--- src/shared/brm_pkg.sv ---
// Shared constants and types for the boot ROM AHB slave
package brm_pkg;

    // ************************************************************
    // Memory map of the ROM and its windows
    // ************************************************************
    localparam logic [31:0] ROM_BASE       = 32'h1200_0000;
    localparam int          ROM_BYTES      = 131072;
    localparam int          ROM_WORDS      = 32768;
    localparam int          IDX_W          = 15;
    localparam int          ROM_DEC_LSB    = 17;
    localparam logic [31:0] SHADOW_BASE    = 32'h0000_0000;
    localparam int          SHADOW_DEC_LSB = 12;
    localparam int          SHADOW_IDX_W   = 10;

    // ************************************************************
    // Contents layout: page table and checksum table
    // ************************************************************
    localparam logic [31:0] PT_BASE        = 32'h1201_c000;
    localparam logic [14:0] PT_IDX         = 15'h7000;
    localparam int          PT_ENTRIES     = 4096;
    localparam logic [19:0] PT_ATTR        = 20'h00c12;
    localparam logic [31:0] CRC_BASE       = 32'h1201_5cbc;
    localparam logic [14:0] CRC_IDX        = 15'h572f;
    localparam logic [14:0] CRC_END_IDX    = 15'h582f;
    localparam logic [31:0] CRC_POLY       = 32'hedb8_8320;
    localparam int          CRC_BIT_STEPS  = 8;

    // ************************************************************
    // Register addresses, fields and reset values
    // ************************************************************
    localparam logic [31:0] LAT_ADDR       = 32'h1300_2860;
    localparam logic [31:0] CTRL_ADDR      = 32'h1300_2864;
    localparam logic [31:0] STAT_ADDR      = 32'h1300_2868;
    localparam int          LAT_LSB        = 0;
    localparam int          CTRL_SHADOW    = 0;
    localparam int          STAT_BUSY      = 0;
    localparam int          STAT_WRSEEN    = 1;
    localparam logic [1:0]  LAT_RST        = 2'h2;
    localparam logic [1:0]  LAT_MAX        = 2'h2;
    localparam logic        SHADOW_RST     = 1'b1;

    // ************************************************************
    // Bus encodings and timing
    // ************************************************************
    localparam logic [1:0]  HRESP_OKAY     = 2'h0;
    localparam logic [1:0]  HRESP_ERROR    = 2'h1;
    localparam int          MAX_CLK_MHZ    = 75;

    typedef enum logic [1:0] {
        BRM_IDLE,
        BRM_WAIT,
        BRM_ERR
    } brm_state_e;

endpackage : brm_pkg

--- src/rtl/brm_ahb_rom.sv ---
// Boot ROM AHB slave with Avalon-MM configuration registers
//
// Overview of operation
// - 128 kB 32-bit ROM at base 0x12000000
// - Full AHB slave with ready and response
// - Software selects 0, 1 or 2 waits
// - Single main clock, at most 75 MHz
// - Reset loads its reset values into all logic of the block
// - DMA reads allowed, no flow-control handshake
// - Page-translation table 16 kB at 0x1201C000
// - Checksum lookup table at 0x12015CBC
// - Holds boot code fetched after reset
// - First 4 kB shadowed at zero after reset
`timescale 1ns/1ps
module brm_ahb_rom #(
    parameter logic [31:0] BOOT_FILL = 32'h0000_0000
) (
    input  wire logic        clock_i,
    input  wire logic        rst_n_i,
    input  wire logic        ce_i,
    // AHB slave port
    input  wire logic        hsel_i,
    input  wire logic [31:0] haddr_i,
    input  wire logic [1:0]  htrans_i,
    input  wire logic        hwrite_i,
    input  wire logic [2:0]  hsize_i,
    input  wire logic        hready_i,
    output logic             hreadyout_o,
    output logic      [1:0]  hresp_o,
    output logic      [31:0] hrdata_o,
    // Avalon-MM register port
    input  wire logic [31:0] avs_address_i,
    input  wire logic        avs_read_i,
    input  wire logic        avs_write_i,
    input  wire logic [31:0] avs_writedata_i,
    input  wire logic [3:0]  avs_byteenable_i,
    output logic      [31:0] avs_readdata_o,
    output logic             avs_waitrequest_o
);

    // ************************************************************
    // State record
    // ************************************************************
    typedef struct packed {
        brm_pkg::brm_state_e state;
        logic [1:0]          wait_cnt;
        logic [14:0]         addr_idx;
        logic [1:0]          lat;
        logic                shadow_en;
        logic                write_seen;
        logic                hreadyout;
        logic [1:0]          hresp;
        logic [31:0]         hrdata;
        logic                av_wait;
        logic [31:0]         av_rdata;
    } brm_regs_s;

    localparam brm_regs_s REGS_RST = '{
        state:      brm_pkg::BRM_IDLE,
        wait_cnt:   2'h0,
        addr_idx:   15'h0000,
        lat:        brm_pkg::LAT_RST,
        shadow_en:  brm_pkg::SHADOW_RST,
        write_seen: 1'b0,
        hreadyout:  1'b1,
        hresp:      brm_pkg::HRESP_OKAY,
        hrdata:     32'h0000_0000,
        av_wait:    1'b1,
        av_rdata:   32'h0000_0000
    };

    brm_regs_s   r_reg;
    brm_regs_s   r_next;
    logic        accept;
    logic        in_rom;
    logic        in_shadow;
    logic [14:0] req_idx;
    logic [14:0] rd_idx;
    logic [31:0] rom_word;
    logic [1:0]  eff_lat;

    // ************************************************************
    // Address decode
    // ************************************************************
    // Transfer taken on NONSEQ or SEQ
    assign accept    = hsel_i && hready_i && htrans_i[1];
    assign in_rom    = haddr_i[31:brm_pkg::ROM_DEC_LSB]
                     == brm_pkg::ROM_BASE[31:brm_pkg::ROM_DEC_LSB];
    assign in_shadow = r_reg.shadow_en
                     && haddr_i[31:brm_pkg::SHADOW_DEC_LSB]
                     == brm_pkg::SHADOW_BASE[31:brm_pkg::SHADOW_DEC_LSB];
    // Shadow hits take only the page offset, so they map onto word 0 up
    assign req_idx   = in_rom ? haddr_i[16:2]
                              : {5'h00, haddr_i[brm_pkg::SHADOW_DEC_LSB-1:2]};
    assign rd_idx    = accept ? req_idx : r_reg.addr_idx;
    // Setting 3 is not defined, so it is held to the largest legal value
    assign eff_lat   = (r_reg.lat > brm_pkg::LAT_MAX) ? brm_pkg::LAT_MAX : r_reg.lat;

    // ************************************************************
    // Contents
    // ************************************************************
    brm_rom_content #(
        .BOOT_FILL (BOOT_FILL)
    ) u_content (
        .idx_i  (rd_idx),
        .word_o (rom_word)
    );

    // ************************************************************
    // Next-state logic
    // ************************************************************
    always_comb begin
        r_next = r_reg;
        // Response returns to OKAY once the previous phase has ended
        if (r_reg.hreadyout) begin
            r_next.hresp = brm_pkg::HRESP_OKAY;
        end
        // AHB data phase progress
        case (r_reg.state)
            brm_pkg::BRM_IDLE: begin
            end
            brm_pkg::BRM_WAIT: begin
                if (r_reg.wait_cnt == 2'h1) begin
                    r_next.hreadyout = 1'b1;
                    r_next.hrdata    = rom_word;
                    r_next.state     = brm_pkg::BRM_IDLE;
                end else begin
                    r_next.wait_cnt = r_reg.wait_cnt - 2'h1;
                end
            end
            brm_pkg::BRM_ERR: begin
                r_next.hreadyout = 1'b1;
                r_next.state     = brm_pkg::BRM_IDLE;
            end
            default: begin
                r_next.state = brm_pkg::BRM_IDLE;
            end
        endcase
        // Any master, processor or DMA, served alike
        if (accept) begin
            r_next.addr_idx = req_idx;
            if (!(in_rom || in_shadow)) begin
                r_next.state     = brm_pkg::BRM_ERR;
                r_next.hreadyout = 1'b0;
                r_next.hresp     = brm_pkg::HRESP_ERROR;
            end else begin
                // Write is completed, nothing is stored
                if (hwrite_i) begin
                    r_next.write_seen = 1'b1;
                end
                if (eff_lat == 2'h0) begin
                    r_next.hreadyout = 1'b1;
                    r_next.hrdata    = rom_word;
                    r_next.state     = brm_pkg::BRM_IDLE;
                end else begin
                    r_next.hreadyout = 1'b0;
                    r_next.wait_cnt  = eff_lat;
                    r_next.state     = brm_pkg::BRM_WAIT;
                end
            end
        end
        // Avalon: answer one cycle after the request is seen
        if (!r_reg.av_wait) begin
            r_next.av_wait = 1'b1;
            if (avs_write_i) begin
                if (avs_address_i == brm_pkg::LAT_ADDR && avs_byteenable_i[0]) begin
                    r_next.lat = avs_writedata_i[brm_pkg::LAT_LSB +: 2];
                end
                if (avs_address_i == brm_pkg::CTRL_ADDR && avs_byteenable_i[0]) begin
                    r_next.shadow_en = avs_writedata_i[brm_pkg::CTRL_SHADOW];
                end
                // Write-one clear; a same-cycle AHB write keeps the flag set
                if (avs_address_i == brm_pkg::STAT_ADDR && avs_byteenable_i[0]
                        && avs_writedata_i[brm_pkg::STAT_WRSEEN]
                        && !(accept && hwrite_i && (in_rom || in_shadow))) begin
                    r_next.write_seen = 1'b0;
                end
            end
        end else if (avs_read_i || avs_write_i) begin
            r_next.av_wait  = 1'b0;
            r_next.av_rdata = 32'h0000_0000;
            if (avs_read_i) begin
                if (avs_address_i == brm_pkg::LAT_ADDR) begin
                    r_next.av_rdata[brm_pkg::LAT_LSB +: 2] = r_reg.lat;
                end else if (avs_address_i == brm_pkg::CTRL_ADDR) begin
                    r_next.av_rdata[brm_pkg::CTRL_SHADOW] = r_reg.shadow_en;
                end else if (avs_address_i == brm_pkg::STAT_ADDR) begin
                    r_next.av_rdata[brm_pkg::STAT_BUSY]   = r_reg.state != brm_pkg::BRM_IDLE;
                    r_next.av_rdata[brm_pkg::STAT_WRSEEN] = r_reg.write_seen;
                end
            end
        end
    end

    // ************************************************************
    // State register
    // ************************************************************
    // One clock for everything
    always_ff @(posedge clock_i) begin
        if (!rst_n_i) begin
            r_reg <= REGS_RST;
        end else if (ce_i) begin
            r_reg <= r_next;
        end
    end

    // ************************************************************
    // Outputs, all straight from the record
    // ************************************************************
    assign hreadyout_o       = r_reg.hreadyout;
    assign hresp_o           = r_reg.hresp;
    assign hrdata_o          = r_reg.hrdata;
    assign avs_readdata_o    = r_reg.av_rdata;
    assign avs_waitrequest_o = r_reg.av_wait;

endmodule : brm_ahb_rom

--- src/rtl/brm_rom_content.sv ---
// Combinational ROM contents: boot area, checksum table, page table
`timescale 1ns/1ps
module brm_rom_content #(
    parameter logic [31:0] BOOT_FILL = 32'h0000_0000
) (
    input  wire logic [14:0] idx_i,
    output logic      [31:0] word_o
);

    // ************************************************************
    // Word generator
    // ************************************************************
    // Tables are built from their formulas, so no image file is needed
    always_comb begin
        logic [14:0] rel_crc;
        logic [14:0] rel_pt;
        logic [31:0] c;
        rel_crc = idx_i - brm_pkg::CRC_IDX;
        rel_pt  = idx_i - brm_pkg::PT_IDX;
        c       = {24'h00_0000, rel_crc[7:0]};
        word_o  = BOOT_FILL;
        if (idx_i >= brm_pkg::PT_IDX) begin
            word_o = {rel_pt[11:0], brm_pkg::PT_ATTR};
        end else if (idx_i >= brm_pkg::CRC_IDX && idx_i < brm_pkg::CRC_END_IDX) begin
            for (int k = 0; k < brm_pkg::CRC_BIT_STEPS; k++) begin
                c = c[0] ? ((c >> 1) ^ brm_pkg::CRC_POLY) : (c >> 1);
            end
            word_o = c;
        end
    end

endmodule : brm_rom_content

--- config.mk ---
export PLATFORM = sky130hd
export DESIGN_NAME = brm_ahb_rom
export DESIGN_NICKNAME = d
export VERILOG_FILES = /design/src/shared/brm_pkg.sv /design/src/rtl/brm_ahb_rom.sv /design/src/rtl/brm_rom_content.sv
export SDC_FILE = /design/constraint.sdc
export NUM_CORES = 1
export LEC_CHECK = 0
export BUFFER_PORTS_ARGS = -buffer_cell sky130_fd_sc_hd__buf_2
export CAP_MARGIN = 20
export CORE_ASPECT_RATIO = 0.6
export CORE_MARGIN = 5
export CORE_UTILIZATION = 53
export CTS_CLUSTER_SIZE = 14
export DETAILED_ROUTE_END_ITERATION = 12
export GPL_TIMING_DRIVEN = 0
export PLACE_DENSITY_LB_ADDON = 0.3
export SETUP_SLACK_MARGIN = 0.15
export SYNTH_ARGS = -nofsm -noshare
export SYNTH_HDL_FRONTEND = slang
export SYNTH_SLANG_ARGS = --single-unit
--- constraint.sdc ---
create_clock -name clock_i -period 5.9 [get_ports clock_i]
set_input_delay 0 -clock clock_i [delete_from_list [all_inputs] [get_ports clock_i]]
set_output_delay 0 -clock clock_i [all_outputs]
set_load 0.03 [all_outputs]
# Word-level counts from Yosys, hierarchy flattened
# Cells that the tools add are included.
[word_totals]
ff_bits = 61
latchBits = 0
ramBits = 0
rom_bits = 0
in_bits = 113
word_cells = 106
n_memories = 0
[classes]
add_sub_neg = 3
multipliers = 0
div = 0
n_lt_le_gt_ge = 4
eq_ne = 9
shift = 0
mux = 45
n_bitwise = 9
reduce_logical = 25
[op_table]
columns = ["op", "count"]
rows = [
  ["32-bit 2-to-1 mux", 14],
  ["13-bit inverter with 14-bit output", 7],
  ["32-bit by 29-bit equality test with 1-bit output, second input constant", 3],
  ["36-bit 2-to-1 mux", 1],
  ["33-bit 2-to-1 mux", 1],
  ["15-bit greater-or-equal comparator, second input constant", 2],
  ["15-bit 2-to-1 mux", 2],
  ["2-bit 2-to-1 mux", 12],
  ["20-bit zero test", 1],
  ["19-bit 2-to-1 mux", 1],
  ["15-bit by 12-bit equality test with 1-bit output, second input constant", 1],
  ["15-bit < comparator, second input constant", 1],
  ["1-bit inverter with 14-bit output", 1],
  ["1-bit 2-to-1 mux", 12],
  ["12-bit by 1-bit subtractor with 12-bit output, second input constant", 1],
  ["1-bit logical AND", 11],
  ["3-bit AND reduction", 3],
  ["4-bit AND reduction", 2],
  ["8-bit by 6-bit subtractor with 8-bit output, second input constant", 1],
  ["2-bit by 1-bit equality test with 1-bit output, second input constant", 2],
  ["2-bit zero test", 2],
  ["2-bit one-hot mux with 2 select lines", 1],
  ["3-bit inequality test, second input constant", 1],
  ["3-bit nonzero test", 1],
  ["other kinds (10)", 11],
]

# Longest topological paths before layout
[depth]
word_depth = 30
depth_mapped = 13
mapped_depth_nobuf = 11

# Hierarchy
# Synthesis repeated with hierarchy kept, for this count alone.
[unflattened]
hier_cells = 600
area_unflattened_um2 = 4614.4
[modules_own_cells]
columns = ["mod", "n_inst", "cells_each", "area_per_inst_um2", "seq_area_each_um2"]
rows = [
  ["brm_ahb_rom", 1, 428, 3364.5, 1221.2],
  ["brm_rom_content", 1, 172, 1249.9, 0.0],
]

# Least setup slack after synthesis
# Ideal clock, no wire load.
[synth_timing]
path_kind = "input to register"
start = "in htrans_i[1]"
end = "reg r_reg, in the netlist hrdata_o[20]"
setup_ps = 58
arrival_time_ps = 2866
required_time_ps = 5842
slack_ps = 2975
stages = 12
path_buffers = 1
cell_sequence = "and3_4 > buf_12 > mux2i_1 > inv_1 > ha_1 > nand3_1 > xor2_1 > mux2i_1 > xnor2_1 > xnor3_1 > nor2b_1 > o221a_2"
[synth_via]
elab_chain_len = 23
word_cells_on_any_way = 29
cone_classes = "add/sub: 2; order compare: 3; mux: 16; bitwise: 6; reduce/logical: 2"
[synth_lines]
columns = ["element", "line", "text"]
rows = [
  ["start, declared", "brm_ahb_rom.sv:24", "input wire logic [1:0] htrans_i,"],
  ["1-bit logical AND (*)", "brm_ahb_rom.sv:86", "assign accept = hsel_i && hready_i && htrans_i[1];"],
  ["15-bit 2-to-1 mux", "brm_ahb_rom.sv:95", "assign rd_idx = accept ? req_idx : r_reg.addr_idx;"],
  ["8-bit by 6-bit subtractor with 8-bit output", "brm_rom_content.sv:18", "rel_crc = idx_i - brm_pkg::CRC_IDX;"],
  ["32-bit 2-to-1 mux", "brm_rom_content.sv:26", "c = c[0] ? ((c >> 1) ^ brm_pkg::CRC_POLY) : (c >> 1);"],
  ["13-bit inverter with 14-bit output (no line)", "--", ""],
  ["32-bit 2-to-1 mux (2 in series)", "brm_rom_content.sv:26", ""],
  ["13-bit inverter with 14-bit output (no line)", "--", ""],
  ["32-bit 2-to-1 mux", "brm_rom_content.sv:26", ""],
  ["[6 not listed]", "--", ""],
  ["32-bit 2-to-1 mux", "brm_rom_content.sv:26", ""],
  ["32-bit 2-to-1 mux", "brm_rom_content.sv:24", "end else if (idx_i >= brm_pkg::CRC_IDX && idx_i < brm_pkg::CRC_END_IDX) begin"],
  ["32-bit 2-to-1 mux", "brm_rom_content.sv:22", "if (idx_i >= brm_pkg::PT_IDX) begin"],
  ["32-bit 2-to-1 mux", "brm_ahb_rom.sv:123", "if (r_reg.wait_cnt == 2'h1) begin"],
  ["32-bit 2-to-1 mux", "brm_ahb_rom.sv:119", "case (r_reg.state)"],
  ["32-bit 2-to-1 mux", "brm_ahb_rom.sv:151", "if (eff_lat == 2'h0) begin"],
  ["32-bit 2-to-1 mux", "brm_ahb_rom.sv:142", "if (!(in_rom || in_shadow)) begin"],
  ["36-bit 2-to-1 mux (*)", "brm_ahb_rom.sv:140", "if (accept) begin"],
  ["end signal, assigned", "brm_ahb_rom.sv:203", "r_reg <= r_next;"],
  ["end, declared", "brm_ahb_rom.sv:72", "brm_regs_s r_reg;"],
]
# Every way passes the cells marked *; elsewhere a longest branch is shown, timed or not.
# A chain may end at the register's enable or synchronous reset.

# Final worst setup path
[layout_timing]
start = "reg r_reg[73] in the netlist's numbering"
end = "reg r_reg, in the netlist hrdata_o[23]"
[layout_via]
elab_chain_len = 21
word_cells_on_any_way = 28
cone_classes = "add/sub: 2; order compare: 3; mux: 16; bitwise: 6; reduce/logical: 1"
[layout_lines]
columns = ["element", "line"]
rows = [
  ["15-bit 2-to-1 mux (*)", "brm_ahb_rom.sv:95"],
  ["8-bit by 6-bit subtractor with 8-bit output", "brm_rom_content.sv:18"],
  ["32-bit 2-to-1 mux (3 in series)", "brm_rom_content.sv:26"],
  ["13-bit inverter with 14-bit output (no line)", "--"],
  ["32-bit 2-to-1 mux", "brm_rom_content.sv:26"],
  ["13-bit inverter with 14-bit output (no line)", "--"],
  ["32-bit 2-to-1 mux (2 in series)", "brm_rom_content.sv:26"],
  ["13-bit inverter with 14-bit output (no line)", "--"],
  ["[2 not listed]", "--"],
  ["32-bit 2-to-1 mux", "brm_rom_content.sv:26"],
  ["32-bit 2-to-1 mux", "brm_rom_content.sv:24"],
  ["32-bit 2-to-1 mux (*)", "brm_rom_content.sv:22"],
  ["32-bit 2-to-1 mux", "brm_ahb_rom.sv:123"],
  ["32-bit 2-to-1 mux", "brm_ahb_rom.sv:119"],
  ["32-bit 2-to-1 mux", "brm_ahb_rom.sv:151"],
  ["32-bit 2-to-1 mux", "brm_ahb_rom.sv:142"],
  ["36-bit 2-to-1 mux (*)", "brm_ahb_rom.sv:140"],
]
# Marks and branches as above.

==> impl_metrics.env <==
export IMPL_initial_core_util_pct=54.44
export IMPL_overflow=0
export IMPL_cts_made_buffers=9
export IMPL_finalSetupViolations=0
export IMPL_holdWs_ps=0.7947
export IMPL_antenna_cells=0
export IMPL_nFillCells=644
export IMPL_fp_dieH_um=79.70
export IMPL_synth_xor_area_share_pct=12.68
export IMPL_clk_pin_slew_worst_paths_ps=60
export IMPL_num_rows=25
export IMPL_min_path_cells=3
export IMPL_grt_total_usage_pct=25.67
export IMPL_syn_area_um2=4292
export IMPL_p_total_mw=1.196
export IMPL_tightest_slew_ps=998.2
export IMPL_slew_headroom_pct=33.05
export IMPL_outcome="finished clean"
export IMPL_ff2ff_path_depth=10
export IMPL_design_area_um2=5555
export IMPL_dr_pass1_iters=5
export IMPL_p_leak_nw=2.464
export IMPL_yosys_area_share_simple_pct=19.42
export IMPL_crit_type="register to register"
export IMPL_vdd_drop_max_mv=0.1834
export IMPL_routed_wl_mm=12.62
export IMPL_grt_max_degree=13
export IMPL_fmax_ghz=0.2528
export IMPL_finalCriticalPeriod_ps=3956
export IMPL_io_pins=181
export IMPL_max_cap_viol_count=0
export IMPL_synth_ff_latch_count=61
export IMPL_hpwl_mm=9.635
export IMPL_worst_ep_required_time_ps=6190
export IMPL_finalNonFillerCells=778
export IMPL_ys_async_sr_fraction_pct=0
export IMPL_timing_rr_end="hrdata_o[23]"
export IMPL_setup_tns_ps=0
export IMPL_cts_buffer_depth=2
export IMPL_rr_startpoint="r_reg[73]"
export IMPL_placed_area_um2=5076
export IMPL_finalHoldViolCount=0
export IMPL_htree_levels=3
export IMPL_ant_nets=0
export IMPL_synth_warnings=0
export IMPL_cp_start_kind="register"
export IMPL_layout_commonest_cell="buf_2"
export IMPL_cts_setup_buffers=0
export IMPL_yosys_area_share_adder_pct=1.166
export IMPL_worstPathArrival_ps=4240
export IMPL_clock_sinks=61
export IMPL_drt_initial_drc_count=386
export IMPL_crit_fanout=6
export IMPL_vias=4113
export IMPL_synth_top_family_by_area="simple AND/OR/NAND/NOR gates"
export IMPL_synth_cell_types=64
export IMPL_avgRoutedWirePerCell_um=16.22
export IMPL_largest_reg_flops=32
export IMPL_io_buffer_count=108
export IMPL_cts_tree="built"
export IMPL_mostFrequentLayoutCells="114 x buf_2, 66 x buf_4, 64 x nand2_1"
export IMPL_synthFlopType="dfxtp_1"
export IMPL_die_w_um=126.2
export IMPL_yosysSeqAreaShare_pct=28.45
export IMPL_clk_latency_ps=340
export IMPL_synth_avg_cell_area_um2=8.583
export IMPL_synth_compound_area_share_pct=18.28
export IMPL_die_area_um2=10060
export IMPL_viasPerCell=5.287
export IMPL_r2r_slack_ps=1940
export IMPL_first_global_vias=4144
export IMPL_powerDensity_nw_per_um2=215.3
export IMPL_rsz0062_at_grt="false"
export IMPL_slew_viol_final=0
export IMPL_synth_mux_area_share_pct=4.752
export IMPL_synth_edf_count=0
export IMPL_holdCritPathClass="primary input to register"
export IMPL_drcViolationCount=0
export IMPL_antenna_found_initial=0
export IMPL_skew_ps=7.325
export IMPL_holdCritStartpoint="haddr_i[5]"
export IMPL_layout_drive_gt1_share_pct=32.84
export IMPL_grt_pass1_wl_mm=20.42
export IMPL_finalWeightedCongestion=0.9593
export IMPL_area_growth_pct=29.45
export IMPL_dp_cells=745
export IMPL_postSynthCellCount=500
export IMPL_nets=782
export IMPL_endpoint_kind="register"
export IMPL_whs_endpoint="r_reg[75]"
export IMPL_finalCritPeriodShare_pct=67.05
export IMPL_cts_root_buf="clkbuf_16"
export IMPL_core_area_um2=7883
worst max-delay path: stages, from the launching register on:
cell	delay (ps)
dfxtp_1	350
mux2i_1	690
inv_1	340
ha_1	370
nand3_1	130
xor2_1	70
mux2i_1	700
xnor2_1	390
xnor3_1	460
nor2b_1	170
o221a_2	210
synthesized netlist by cell type (5+ instances only):
cell	number	area share, %
xor2_1	14	2.9
dfxtp_1	61	28
nor4_1	6	0.87
nand2_1	64	5.6
a21oi_1	20	2.3
o21ai_0	20	2.3
inv_1	7	0.61
xnor2_1	24	4.9
nand3_1	30	3.5
a31oi_1	5	0.73
nor2_1	19	1.7
a21boi_0	30	5.2
nor2b_1	11	1.6
mux2i_1	10	2.3
buf_4	66	12
nand4_1	6	0.87
nor3_1	6	0.70
clkbuf_1	15	1.3
buf_2	6	0.70
power by group:
group	switching, mW	total, mW	internal [mW]
combinational	0.125	0.232	0.107
clock	0.204	0.545	0.342
sequential	0.00355	0.419	0.415
total	0.332	1.20	0.864
worst max-delay path by stage:
stage	startpoint	endpoint	slack [ps]
after floorplan	htrans_i[1]	hrdata_o[20]	2980
after global placement	htrans_i[1]	hrdata_o[20]	2130
after detailed placement	htrans_i[1]	hrdata_o[20]	1890
after CTS	r_reg[73]	hrdata_o[23]	2080
after global routing	r_reg[73]	hrdata_o[23]	1780
final	r_reg[73]	hrdata_o[23]	1940
layer usage:
metal | up-vias | global-route usage (%) | wire length [um] | share of wire (%)
li1 | 1989 | - | - | -
met1 | 1892 | 32.37 | 5465 | 43
met2 | 204 | 41.41 | 5740 | 45
met3 | 28 | 8.623 | 1206 | 9.6
met4 | 0 | 8.887 | 208 | 1.6
met5 | - | 0 | 0 | 0
cell type report:
type                            instances  area (um2)  share of cell area [%]
Multi-Input combinational cell        371        2529                   45.52
Clock inverter                          6       70.07                   1.261
Inverter                                7       26.28                  0.4730
Clock buffer                           10       239.0                   4.302
Buffer                                 90       624.3                   11.24
Sequential cell                        61        1221                   21.98
Timing Repair Buffer                  125       710.7                   12.79
Tap cell                              108       135.1                   2.432
metrics by stage:
stage / worst slack, ps / util (%)
after floorplan: 2975 / -
after global placement: 2127 / 64.40
after detailed placement: 1890 / 64.40
after CTS: 2077 / 70.48
after global routing: 1777 / 70.48
final: 1944 / 70.48
timing repair:
action | CTS | global route
endpoints found under the setup margin | 0 | 0
endpoints found under the hold margin | 18 | 0
hold buffers | 17 | 0
resized for setup | 0 | 0
cell families (layout without fill, tap and decap cells):
kind of cell	count (synthesis)	after routing
AO/OA/AOI/OAI	109	109
XOR/XNOR	47	47
adder cells (fa/ha/maj)	4	4
buffers and inverters	97	238
flip-flops	61	61
multiplexers	15	15
other	1	30
AND/OR/NAND/NOR	166	166
Power figures use the tool's default switching activity.
